**config.mk**
```make
export PLATFORM = sky130hd
export DESIGN_NAME = cpm_pin_mux
export DESIGN_NICKNAME = d
export VERILOG_FILES = /design/src/cpm_pkg.sv /design/src/cpm_pin_mux.sv /design/src/cpm_chan_map.sv
export SDC_FILE = /design/constraint.sdc
export NUM_CORES = 1
export LEC_CHECK = 0
export BUFFER_PORTS_ARGS = -buffer_cell sky130_fd_sc_hd__buf_2
export CORE_MARGIN = 5
export CORE_UTILIZATION = 45
export CTS_CLUSTER_SIZE = 25
export DETAILED_ROUTE_END_ITERATION = 8
export PLACE_DENSITY = 0.77
export SLEW_MARGIN = 15
export SYNTH_ARGS = -nofsm -noshare
export SYNTH_HDL_FRONTEND = slang
export SYNTH_HIERARCHICAL = 1
export SYNTH_SLANG_ARGS = --single-unit
```
**constraint.sdc**
```tcl
create_clock -name clk -period 2.15 [get_ports clk]
set_clock_uncertainty 0.2 [all_clocks]
set_input_delay 0.43 -clock clk [delete_from_list [all_inputs] [get_ports clk]]
set_output_delay 0.43 -clock clk [all_outputs]
set_load 0.005 [all_outputs]
```
**src/cpm_pkg.sv**
```systemverilog
package cpm_pkg;
  // interface mode codes, one per channel
  typedef enum logic [2:0] {
    CPM_MODE_UART     = 3'h0,
    CPM_MODE_FIFO     = 3'h1,
    CPM_MODE_BITBANG  = 3'h2,
    CPM_MODE_SSE      = 3'h3,
    CPM_MODE_FAST     = 3'h4,
    CPM_MODE_CPUFIFO  = 3'h5,
    CPM_MODE_HOSTBUS  = 3'h6,
    CPM_MODE_RSVD     = 3'h7
  } cpm_mode_e;

  // line counts
  localparam int CPM_LINES = 8;
  localparam int CPM_GPIO = 8;

  // per-channel function side signals
  typedef struct packed {
    logic [7:0] data_out;   // data-bus drive values
    logic [7:0] data_oe;    // data-bus direction, high drives
    logic [7:0] ctrl_out;   // control-bus drive values
    logic [7:0] ctrl_oe;    // control-bus direction request
  } cpm_func_s;

  // pin side of one channel
  typedef struct packed {
    logic [7:0] data_o;
    logic [7:0] data_oe;
    logic [7:0] ctrl_o;
    logic [7:0] ctrl_oe;
  } cpm_pins_s;

  // uart line positions
  localparam int CPM_U_TXD = 0;
  localparam int CPM_U_RTS = 2;
  localparam int CPM_U_DTR = 4;
  localparam int CPM_U_RI = 7;
  localparam int CPM_C_RI_RS485_DRIVE_ENABLE = 0;
  localparam int CPM_C_RECEIVE_ACTIVITY_LED_N = 3;
  localparam int CPM_C_TRANSMIT_ACTIVITY_LED_N = 4;
  localparam int CPM_C_WAKE1 = 1;

  // fifo control lines driven by device
  localparam logic [7:0] CPM_FIFO_CTRL_OE = 8'h23;
  // bit-bang strobes on lines 1 and 2
  localparam logic [7:0] CPM_BB_CTRL_OE = 8'h06;
  // cpu fifo: no device-driven control lines
  localparam logic [7:0] CPM_CPU_CTRL_OE = 8'h00;
  // host bus: address lines all driven
  localparam logic [7:0] CPM_HB_CTRL_OE = 8'hff;
  // uart outputs on data bus: txd, rts, dtr
  localparam logic [7:0] CPM_UART_DATA_OE = 8'h15;
  // uart outputs on control bus: led lines
  localparam logic [7:0] CPM_UART_CTRL_OE = 8'h18;
  // fast serial: clock line 1 and data-out line 2, per function direction
  localparam logic [7:0] CPM_FAST_DATA_OE = 8'h06;
  // wake pattern: line0 low, line1 high, line3 low
  localparam logic [7:0] CPM_WAKE_OE = 8'h0b;
  localparam logic [7:0] CPM_WAKE_VAL = 8'h02;
  localparam logic [7:0] CPM_ZERO8 = 8'h00;
  // i2c alternate uses gpio 0..2
  localparam logic [7:0] CPM_I2C_MASK = 8'h07;
  localparam int CPM_GPIO_INT = 2;
  localparam int CPM_GPIO_SDA = 0;
endpackage

```
**src/cpm_pin_mux.sv**
```systemverilog
`timescale 1ns/1ps
// What this block does
// RULE1: reset puts every channel in uart function
// RULE2: uart outputs drive from start-up onward
// RULE3: outside logic avoids driving uart outputs early
// RULE4: mode selects each channel's pin functions
// RULE5: wake drives line0 low, line1 high, line3 low
// RULE6: supply enable high when suspended or unconfigured
// RULE7: suspend output low while link suspended
// RULE8: status outputs same in every mode
// RULE9: eeprom pins undriven while in reset
// RULE10: eeprom clock driven outside reset
// RULE11: reset input is active low
// RULE12: gpio defaults to input with pull-down
// RULE13: gpio 0..2 can be i2c and interrupt
// RULE14: uart ctrl line0 is ring or rs485 enable
// RULE15: mode change hits all pins together
// RULE16: unused pins stay undriven inputs
module cpm_pin_mux (
  input wire logic clk,
  input wire logic srst,
  input wire logic ce,
  input wire logic reset_pin_n,
  input wire cpm_pkg::cpm_mode_e mode_a,
  input wire cpm_pkg::cpm_mode_e mode_b,
  input wire logic rs485_drive_enable_sel_a,
  input wire logic rs485_drive_enable_sel_b,
  input wire logic wake_a,
  input wire logic wake_b,
  input wire cpm_pkg::cpm_func_s func_a,
  input wire cpm_pkg::cpm_func_s func_b,
  input wire logic usb_suspended,
  input wire logic usb_configured,
  input wire logic ee_sel,
  input wire logic ee_clk,
  input wire logic ee_data_out,
  input wire logic ee_data_oe,
  input wire logic i2c_sel,
  input wire logic i2c_sda_oe,
  input wire logic i2c_scl_oe,
  input wire logic i2c_int_req,
  input wire logic [7:0] gpio_out,
  input wire logic [7:0] gpio_dir,
  output cpm_pkg::cpm_pins_s chan_a_pins,
  output cpm_pkg::cpm_pins_s chan_b_pins,
  output logic supply_enable_n,
  output logic suspend_n,
  output logic eeprom_select,
  output logic eeprom_select_oe,
  output logic eeprom_clock_out,
  output logic eeprom_clock_oe,
  output logic eeprom_data_o,
  output logic eeprom_data_oe,
  output logic [7:0] gpio_o,
  output logic [7:0] gpio_oe,
  output logic [7:0] gpio_pull_down
);
  logic rst_meta_reg;   // reset pin first stage
  logic rst_sync_reg;   // reset pin second stage
  logic in_reset;       // combined reset condition
  logic susp_meta_reg;  // suspend first stage
  logic susp_sync_reg;  // suspend second stage
  logic chan_rst;       // reset into the channel maps

  //////////////////////////////////////////////////////////////////////////
  // reset pin synchroniser, low pin means reset
  always_ff @(posedge clk) begin
    if (srst) begin
      rst_meta_reg <= 1'b0;
      rst_sync_reg <= 1'b0;
    end else begin
      rst_meta_reg <= reset_pin_n;
      rst_sync_reg <= rst_meta_reg;
    end
  end

  // active-low pin folded into internal reset, see RULE11
  assign in_reset = srst | ~rst_sync_reg;
  assign chan_rst = in_reset;

  //////////////////////////////////////////////////////////////////////////
  // suspend state synchroniser
  always_ff @(posedge clk) begin
    if (srst) begin
      susp_meta_reg <= 1'b0;
      susp_sync_reg <= 1'b0;
    end else if (ce) begin
      susp_meta_reg <= usb_suspended;
      susp_sync_reg <= susp_meta_reg;
    end
  end

  //////////////////////////////////////////////////////////////////////////
  // channel maps, outside logic keeps off uart outputs (see RULE3)
  cpm_chan_map u_map_a (
    .clk(clk),
    .srst(chan_rst),
    .ce(ce),
    .mode(mode_a),
    .rs485_drive_enable_sel(rs485_drive_enable_sel_a),
    .wake(wake_a),
    .func(func_a),
    .pins(chan_a_pins)
  );

  cpm_chan_map u_map_b (
    .clk(clk),
    .srst(chan_rst),
    .ce(ce),
    .mode(mode_b),
    .rs485_drive_enable_sel(rs485_drive_enable_sel_b),
    .wake(wake_b),
    .func(func_b),
    .pins(chan_b_pins)
  );

  //////////////////////////////////////////////////////////////////////////
  // status outputs, independent of either mode (see RULE8)
  always_ff @(posedge clk) begin
    if (in_reset) begin
      supply_enable_n <= 1'b1;
      suspend_n <= 1'b1;
    end else if (ce) begin
      // high when suspended or not configured, see RULE6
      supply_enable_n <= susp_sync_reg | ~usb_configured;
      // low only while suspended, see RULE7
      suspend_n <= ~susp_sync_reg;
    end
  end

  //////////////////////////////////////////////////////////////////////////
  // eeprom pins: released in reset; select and clock driven after, data per ee_data_oe
  always_ff @(posedge clk) begin
    if (in_reset) begin
      // all three undriven, see RULE9
      eeprom_select <= 1'b0;
      eeprom_select_oe <= 1'b0;
      eeprom_clock_out <= 1'b0;
      eeprom_clock_oe <= 1'b0;
      eeprom_data_o <= 1'b0;
      eeprom_data_oe <= 1'b0;
    end else if (ce) begin
      eeprom_select <= ee_sel;
      eeprom_select_oe <= 1'b1;
      // serial clock toward the eeprom, see RULE10
      eeprom_clock_out <= ee_clk;
      eeprom_clock_oe <= 1'b1;
      eeprom_data_o <= ee_data_out;
      eeprom_data_oe <= ee_data_oe;
    end
  end

  //////////////////////////////////////////////////////////////////////////
  // general-purpose pins, one slice per pin
  genvar gi;
  generate
    for (gi = 0; gi < cpm_pkg::CPM_GPIO; gi++) begin : g_gpio
      logic alt; // pin taken by the i2c function
      assign alt = i2c_sel && cpm_pkg::CPM_I2C_MASK[gi];
      always_ff @(posedge clk) begin
        if (in_reset) begin
          // input with weak pull-down, see RULE12
          gpio_o[gi] <= 1'b0;
          gpio_oe[gi] <= 1'b0;
          gpio_pull_down[gi] <= 1'b1;
        end else if (ce) begin
          if (alt) begin
            // i2c lines open drain, interrupt active low, see RULE13
            gpio_o[gi] <= 1'b0;
            gpio_pull_down[gi] <= 1'b0;
            if (gi == cpm_pkg::CPM_GPIO_INT) begin
              gpio_oe[gi] <= i2c_int_req;
            end else if (gi == cpm_pkg::CPM_GPIO_SDA) begin
              gpio_oe[gi] <= i2c_sda_oe;
            end else begin
              gpio_oe[gi] <= i2c_scl_oe;
            end
          end else begin
            // plain gpio; pull-down kept while an input
            gpio_o[gi] <= gpio_out[gi];
            gpio_oe[gi] <= gpio_dir[gi];
            gpio_pull_down[gi] <= ~gpio_dir[gi];
          end
        end
      end
    end
  endgenerate

  //////////////////////////////////////////////////////////////////////////
  // checks
  property p_uart_after_reset;
    @(posedge clk) $fell(in_reset) |->
      chan_a_pins.data_oe == cpm_pkg::CPM_UART_DATA_OE
      && chan_b_pins.ctrl_oe == cpm_pkg::CPM_UART_CTRL_OE;
  endproperty
  a_uart_after_reset: assert property (p_uart_after_reset) // see RULE1
    else $error("channel not in uart image after reset");

  property p_uart_drive;
    @(posedge clk) disable iff (in_reset)
      ce && mode_a == cpm_pkg::CPM_MODE_UART && !wake_a
      |=> chan_a_pins.data_oe[cpm_pkg::CPM_U_TXD];
  endproperty
  a_uart_drive: assert property (p_uart_drive) // see RULE2
    else $error("uart transmit line not driven");

  property p_mode_map;
    @(posedge clk) disable iff (in_reset)
      ce && mode_b == cpm_pkg::CPM_MODE_HOSTBUS
      |=> chan_b_pins.ctrl_oe == cpm_pkg::CPM_HB_CTRL_OE;
  endproperty
  a_mode_map: assert property (p_mode_map) // see RULE4
    else $error("host bus address lines not driven");

  property p_wake;
    @(posedge clk) disable iff (in_reset)
      ce && wake_a |=> (chan_a_pins.ctrl_oe & cpm_pkg::CPM_WAKE_OE)
      == cpm_pkg::CPM_WAKE_OE
      && (chan_a_pins.ctrl_o & cpm_pkg::CPM_WAKE_OE)
      == cpm_pkg::CPM_WAKE_VAL;
  endproperty
  a_wake: assert property (p_wake) // see RULE5
    else $error("wake pattern wrong");

  property p_supply;
    @(posedge clk) disable iff (in_reset)
      ce && !usb_configured |=> supply_enable_n;
  endproperty
  a_supply: assert property (p_supply) // see RULE6
    else $error("supply enable low while unconfigured");

  property p_suspend;
    @(posedge clk) disable iff (in_reset)
      ce |=> suspend_n == !$past(susp_sync_reg);
  endproperty
  a_suspend: assert property (p_suspend) // see RULE7
    else $error("suspend output disagrees with link state");

  property p_ee_reset;
    @(posedge clk) in_reset |=>
      !eeprom_select_oe && !eeprom_clock_oe && !eeprom_data_oe;
  endproperty
  a_ee_reset: assert property (p_ee_reset) // see RULE9
    else $error("eeprom pin driven in reset");

  property p_ee_clk;
    @(posedge clk) disable iff (in_reset)
      ce |=> eeprom_clock_oe && eeprom_clock_out == $past(ee_clk);
  endproperty
  a_ee_clk: assert property (p_ee_clk) // see RULE10
    else $error("eeprom clock not driven");

  property p_gpio_default;
    @(posedge clk) in_reset |=> gpio_oe == 8'h00 && gpio_pull_down == 8'hff;
  endproperty
  a_gpio_default: assert property (p_gpio_default) // see RULE12
    else $error("gpio default wrong");

  property p_unused;
    @(posedge clk) disable iff (in_reset)
      ce && mode_a == cpm_pkg::CPM_MODE_RSVD && !wake_a
      |=> chan_a_pins.data_oe == 8'h00 && chan_a_pins.ctrl_oe == 8'h00;
  endproperty
  a_unused: assert property (p_unused) // see RULE16
    else $error("pin driven with no function");

  c_wake: cover property (@(posedge clk) ce && wake_b);
  c_mode_sw: cover property (@(posedge clk) ce && $changed(mode_a));
  c_suspend: cover property (@(posedge clk) $fell(suspend_n));
  c_i2c: cover property (@(posedge clk) ce && i2c_sel && i2c_int_req);
endmodule

```
**src/cpm_chan_map.sv**
```systemverilog
`timescale 1ns/1ps
// one channel: turns the mode into registered pin drive values
module cpm_chan_map (
  input wire logic clk,
  input wire logic srst,
  input wire logic ce,
  input wire cpm_pkg::cpm_mode_e mode,
  input wire logic rs485_drive_enable_sel,
  input wire logic wake,
  input wire cpm_pkg::cpm_func_s func,
  output cpm_pkg::cpm_pins_s pins
);
  cpm_pkg::cpm_pins_s pins_next; // combinational pin image

  //////////////////////////////////////////////////////////////////////////
  // mode decode
  always_comb begin
    pins_next = '0;
    case (mode)
      // uart: fixed outputs drive from reset on, see RULE2
      cpm_pkg::CPM_MODE_UART: begin
        pins_next.data_o = func.data_out;
        pins_next.data_oe = cpm_pkg::CPM_UART_DATA_OE;
        pins_next.ctrl_o = func.ctrl_out;
        pins_next.ctrl_oe = cpm_pkg::CPM_UART_CTRL_OE;
        // line 0 is ri input or rs485 enable, see RULE14
        pins_next.ctrl_oe[cpm_pkg::CPM_C_RI_RS485_DRIVE_ENABLE] = rs485_drive_enable_sel;
      end
      // fifo: data follows function direction, strobes driven, see RULE4
      cpm_pkg::CPM_MODE_FIFO: begin
        pins_next.data_o = func.data_out;
        pins_next.data_oe = func.data_oe;
        pins_next.ctrl_o = func.ctrl_out;
        pins_next.ctrl_oe = cpm_pkg::CPM_FIFO_CTRL_OE;
      end
      // bit-bang: data per software direction, see RULE4
      cpm_pkg::CPM_MODE_BITBANG: begin
        pins_next.data_o = func.data_out;
        pins_next.data_oe = func.data_oe;
        pins_next.ctrl_o = func.ctrl_out;
        pins_next.ctrl_oe = cpm_pkg::CPM_BB_CTRL_OE;
      end
      // serial engine: every line software directed, see RULE4
      cpm_pkg::CPM_MODE_SSE: begin
        pins_next.data_o = func.data_out;
        pins_next.data_oe = func.data_oe;
        pins_next.ctrl_o = func.ctrl_out;
        pins_next.ctrl_oe = func.ctrl_oe;
      end
      // fast serial: clock and data out lines, see RULE4
      cpm_pkg::CPM_MODE_FAST: begin
        pins_next.data_o = func.data_out;
        pins_next.data_oe = cpm_pkg::CPM_FAST_DATA_OE & func.data_oe;
      end
      // cpu fifo: data bus only when read, see RULE4
      cpm_pkg::CPM_MODE_CPUFIFO: begin
        pins_next.data_o = func.data_out;
        pins_next.data_oe = func.data_oe;
        pins_next.ctrl_oe = cpm_pkg::CPM_CPU_CTRL_OE;
      end
      // host bus: address/data and high address lines, see RULE4
      cpm_pkg::CPM_MODE_HOSTBUS: begin
        pins_next.data_o = func.data_out;
        pins_next.data_oe = func.data_oe;
        pins_next.ctrl_o = func.ctrl_out;
        pins_next.ctrl_oe = cpm_pkg::CPM_HB_CTRL_OE;
      end
      // unused code: everything left as input, see RULE16
      default: begin
        pins_next = '0;
      end
    endcase
    // wake-up pattern overrides lines 0, 1 and 3, see RULE5
    if (wake) begin
      pins_next.ctrl_oe = pins_next.ctrl_oe | cpm_pkg::CPM_WAKE_OE;
      pins_next.ctrl_o = (pins_next.ctrl_o & ~cpm_pkg::CPM_WAKE_OE)
                         | cpm_pkg::CPM_WAKE_VAL;
    end
  end

  //////////////////////////////////////////////////////////////////////////
  // one register for the whole channel, all pins switch together
  always_ff @(posedge clk) begin
    if (srst) begin
      // uart image with idle-high outputs, see RULE1
      pins.data_o <= cpm_pkg::CPM_UART_DATA_OE;
      pins.data_oe <= cpm_pkg::CPM_UART_DATA_OE;
      pins.ctrl_o <= cpm_pkg::CPM_UART_CTRL_OE;
      pins.ctrl_oe <= cpm_pkg::CPM_UART_CTRL_OE;
    end else if (ce) begin
      pins <= pins_next; // see RULE15
    end
  end
endmodule

```
After elaboration in Yosys (flattened, before gate mapping):

Index checks and enable logic that the tools add are counted.

* output and inout port bits: 96
* bits of input ports: 104
* flip-flop bits (word level): 99

* mux-type cells: 17
* eq/ne operators: 12
* bitwise gates (word level): 13
* reduce and logical (&&, ||, !) cells: 6

Operator list (number)
* 16-bit case mux with 3 select lines: 2
* 8-bit case mux with 5 select lines: 2
* 12-bit 2-to-1 mux: 2
* 5-bit OR reduction: 4
* 3-bit equality test, second input constant: 6
* 8-bit 2-to-1 mux: 2
* 3-bit by 2-bit equality test with 1-bit output, second input constant: 4
* 1-bit inverter: 11
* 1-bit 2-to-1 mux: 9
* 3-bit by 1-bit equality test with 1-bit output, second input constant: 2
* 3-bit zero test: 2
* 1-bit OR: 2

Longest topological paths before layout:

* depth after elaboration: 4
* mapped depth: 7

By module:

Netlist, hierarchy kept.

By module, submodules not included
* cpm_chan_map: instances 2, cells each 123, seq. area each 640.6 um^2, area an instance 1242.4 um^2
* cpm_pin_mux: instances 1, cells each 129, seq. area each 700.7 um^2, area an instance 1387.6 um^2

Least setup slack after synthesis:

OpenSTA, ideal clock, no wires.

* path kind: input -> register
* start point: input srst
* end point: register u_map_a/pins[17] (netlist bit)
* path buffers: 2
* stages: 7
* arrival: 1.565 ns
* slack: 0.325 ns
* cell sequence: nor2b_2 -> inv_2 -> buf_2 -> clkbuf_1 -> nand2b_1 -> nor2b_1 -> a32o_1

* word-level cells in the longest chain between the ends: 1

RTL lines
* start, declared: line cpm_pin_mux.sv:21 `input wire logic srst,`
* 1-bit OR: line cpm_pin_mux.sv:78 `assign in_reset = srst | ~rst_sync_reg;`
* named net chan_rst: line cpm_pin_mux.sv:63 `logic chan_rst;`
* end signal, assigned: line cpm_chan_map.sv:91 `pins <= pins_next;`
* end, declared: line cpm_chan_map.sv:11 `output cpm_pkg::cpm_pins_s pins`

The timed path passes the listed nets, and every way through them passes these cells.
A chain may end at the register's enable or synchronous reset.

Final worst setup path:

* start point: register rst_sync_reg
* end point: register u_map_b/pins[17] (netlist bit)

* word-level cells in the longest chain between the ends: 2

RTL lines
* start, declared: line cpm_pin_mux.sv:59 `logic rst_sync_reg;`
* start signal, assigned: line cpm_pin_mux.sv:73 `rst_sync_reg <= rst_meta_reg;`
* 1-bit inverter: line cpm_pin_mux.sv:78
* 1-bit OR: line cpm_pin_mux.sv:78
* end signal, assigned: line cpm_chan_map.sv:91
* end, declared: line cpm_chan_map.sv:11

Every way passes these cells.

==> results.py <==
metrics = {
    "global_routing": {
        "grt_pass1_wl_um": 16500,
        "met1_usage_pct": 23.9,
        "antenna_found_initial": 0,
        "busiest_layer": "met2",
        "groute.usage.overall_pct": 19.6,
        "grt_max_degree": 49,
        "gr-total-overflow": 0,
        "gr-usage-met3_pct": 5.75,
        "grt_use_met2_pct": 33.4,
        "grt_pass1_vias": 3498,
    },
    "worst_hold_path": {
        "worst_hold_path_type": "in2reg",
    },
    "critical_path": {
        "path_max_fanout": 20,
        "r2r-end": "u_map_b/pins[17]",
        "r2r_slack_ns": 0.45,
        "worstSetupStartpoint": "rst_sync_reg",
        "cp.required_ns": 2.24,
        "start_kind": "register",
        "crit_path_cell_trace": "nor2b_2 > inv_2 > nand2b_1 > nor2b_1 > a32o_1",
        "crit_buf_inv": 1,
        "critPathCaptureType": "register",
        "arrival_ns": 1.79,
        "cp_slowest_cell": "nor2b_1",
        "r2r_start": "rst_sync_reg",
        "worstSetupPathType": "reg2reg",
        "slowest_delay_ns": 0.36,
        "path_depth": 5,
        "reg2reg_depth": 5,
        "cp-endpoint": "u_map_b/pins[17]",
        "crit_family": "simple AND/OR/NAND/NOR gates",
    },
    "clock_network": {
        "clk-insertion-delay-late_ns": 0.33,
        "clockBufferDepth": 2,
        "cts_tree": "yes",
        "cts_resized": 0,
        "cts_made_buffers": 9,
        "cts_sinks": 99,
        "root_buffer": "clkbuf_8",
        "post_cts_buffers": 0,
        "ctsHoldBuffers": 0,
        "htreeDepth": 3,
        "clk_pin_slew_ns": 0.09,
    },
    "power": {
        "ir_worst_vdd_uv": 291,
        "power.density_mw_per_mm2": 645,
        "power.total_mw": 3.28,
        "power.leakage_nw": 2.46,
    },
    "cells_and_area": {
        "n_antenna_cell": 0,
        "drive_gt1_share_pct": 43.0,
        "syn_to_final_growth_pct": 31.2,
        "nFillCells": 726,
        "stdcell_count": 677,
        "layout.nets": 672,
        "register_area_sq_mm": 0.00198,
        "top_regs": "u_map_a/pins x32, u_map_b/pins x32",
        "multiInputGateArea_sq_mm": 0.00167,
    },
    "synthesis": {
        "synth_area_per_cell_sq_um": 10.3,
        "postSynthCellCount": 375,
        "ys.flop_type": "dfxtp_1",
        "yosysWarnings": 6,
        "netlist_top_cells_count": "99 x dfxtp_1, 48 x nor2_1, 26 x a22o_1",
        "synth_cell_types": 47,
        "synth_fp_nets": 479,
        "yosysTopAreaCell": "dfxtp_1",
        "async_reset_ff_share_pct": 0,
        "synth.most_common_cell": "dfxtp_1",
        "netlist_top_cells_area": "dfxtp_1 51%, a22o_1 5.9%, mux2i_1 4.9%, nor2_1 4.7%, a221o_1 2.1%",
        "synth_enable_flop_cells": 0,
        "synth_top_area_share_pct": 51.2,
        "synth-seq-cells": 99,
        "ys_seq_area_share_pct": 51.2,
        "synth_area_sq_mm": 0.00387,
    },
    "timing": {
        "whs_ns": 0.0883,
        "hold_viol_final": 0,
        "fin_crit_ns": 1.70,
        "relSlewSlack_pct": 71.2,
        "slew_viol_final": 0,
        "setup_violations": 0,
        "fmax_mhz": 589,
        "fin_tns_setup_ns": 0,
        "period_share_pct": 78.9,
        "rsz0062_at_grt": "false",
        "tightest_slew_ns": 0.432,
        "setup_ws_ns": 0.453,
    },
    "placement": {
        "dp_slack_ns": 0.184,
        "dp_hpwl_um": 8290,
        "gp_congestion": 0.814,
        "placed_cells": 662,
        "portBuffers": 199,
    },
    "drt": {
        "wirelength_um": 10600,
        "drc": 0,
        "vias_per_cell": 5.09,
        "antenna_left": 0,
        "num_vias": 3447,
        "wl_per_cell_um": 15.6,
        "drtIter0Drc": 103,
        "drt-pass1-iter-count": 4,
    },
    "outcome": {
        "status": "complete, no violations",
    },
    "flow_run": {
        "drv_cap": 0,
    },
    "floorplan": {
        "die_y_um": 103,
        "die_area_sq_mm": 0.0106,
        "rows": 33,
        "core-area_sq_mm": 0.00830,
        "pin_count": 200,
        "dieWidth_um": 103,
        "initial_core_util_pct": 46.7,
    },
}
worst min path at each step:
stage	from	end	slack (ns)	cells after the start
global route	func_b[15]	u_map_b/pins[15]	0.07	2
floorplan	rst_meta_reg	rst_sync_reg	0.21	1
global placement	rst_meta_reg	rst_sync_reg	0.23	1
finish	func_b[10]	u_map_b/pins[10]	0.09	2
detailed placement	u_map_a/pins[4]	u_map_a/pins[4]	0.25	2
CTS	func_b[10]	u_map_b/pins[10]	0.07	2
area by class of cell:
| class | instances | share of cell area [%] |
|---|---|---|
| multi-input cells | 238 | 32.8 |
| well taps | 105 | 2.59 |
| clock inverters | 4 | 0.517 |
| inverters | 12 | 0.886 |
| repair buffers | 208 | 21.2 |
| flip-flops and latches | 99 | 39.0 |
| clock buffers | 11 | 2.98 |
logic make-up after synthesis:
logic type | synth area share [%]
muxes | 4.91
buffers and inverters | 5.78
DFF | 51.2
AOI/OAI and AO/OA | 20.9
xor gates and xnor gates | 0.452
and+or+nand+nor | 16.8
placed cells by master, fill, tap and decap left out, types with 3 or more instances in the layout:
cell type | synthesis | routed
a221o_1 | 8 | 8
a211oi_2 | 3 | 3
a21oi_1 | 8 | 8
and3_1 | 6 | 6
nor3_1 | 4 | 4
o221ai_1 | 3 | 3
o211ai_1 | 4 | 4
nand2_1 | 8 | 8
buf_2 | 13 | 198
o21ai_0 | 6 | 6
nand3b_4 | 3 | 3
nand2b_1 | 12 | 12
a22o_1 | 26 | 26
dfxtp_1 | 99 | 99
o32a_1 | 4 | 4
buf_4 | 4 | 9
nand4_1 | 4 | 4
and2_1 | 6 | 6
o21ai_1 | 7 | 7
and3b_1 | 3 | 3
a211oi_1 | 6 | 6
nand3_1 | 4 | 4
nor2b_2 | 3 | 3
clkbuf_8 | 0 | 11
nor2b_1 | 8 | 8
a21oi_2 | 3 | 3
nor2_1 | 48 | 48
a311oi_1 | 6 | 6
inv_1 | 11 | 11
mux2i_1 | 19 | 19
per-stage QoR:
step / utilization (%) / cell area, sq um
finish: 61.2 / 5080
global route: 61.2 / 5080
CTS: 61.2 / 5080
detailed placement: 59.1 / 4900
global placement: 59.1 / 4900
floorplan: - / 3870
where the power goes:
| part | leakage (nW) | internal [mW] | switching [mW] |
|---|---|---|---|
| Combinational | 1.57 | 0.161 | 0.172 |
| Clock | 0.0912 | 0.477 | 0.600 |
| Sequential | 0.801 | 1.86 | 0.0117 |
| Total | 2.46 | 2.49 | 0.784 |
per-layer routing:
| layer | up-vias | wire, um |
|---|---|---|
| li1 | 1741 | - |
| met1 | 1577 | 4450 |
| met2 | 119 | 5170 |
| met3 | 10 | 809 |
| met4 | 0 | 154 |
| met5 | - | 0 |
Note: power is estimated with default switching activity, not from simulation.
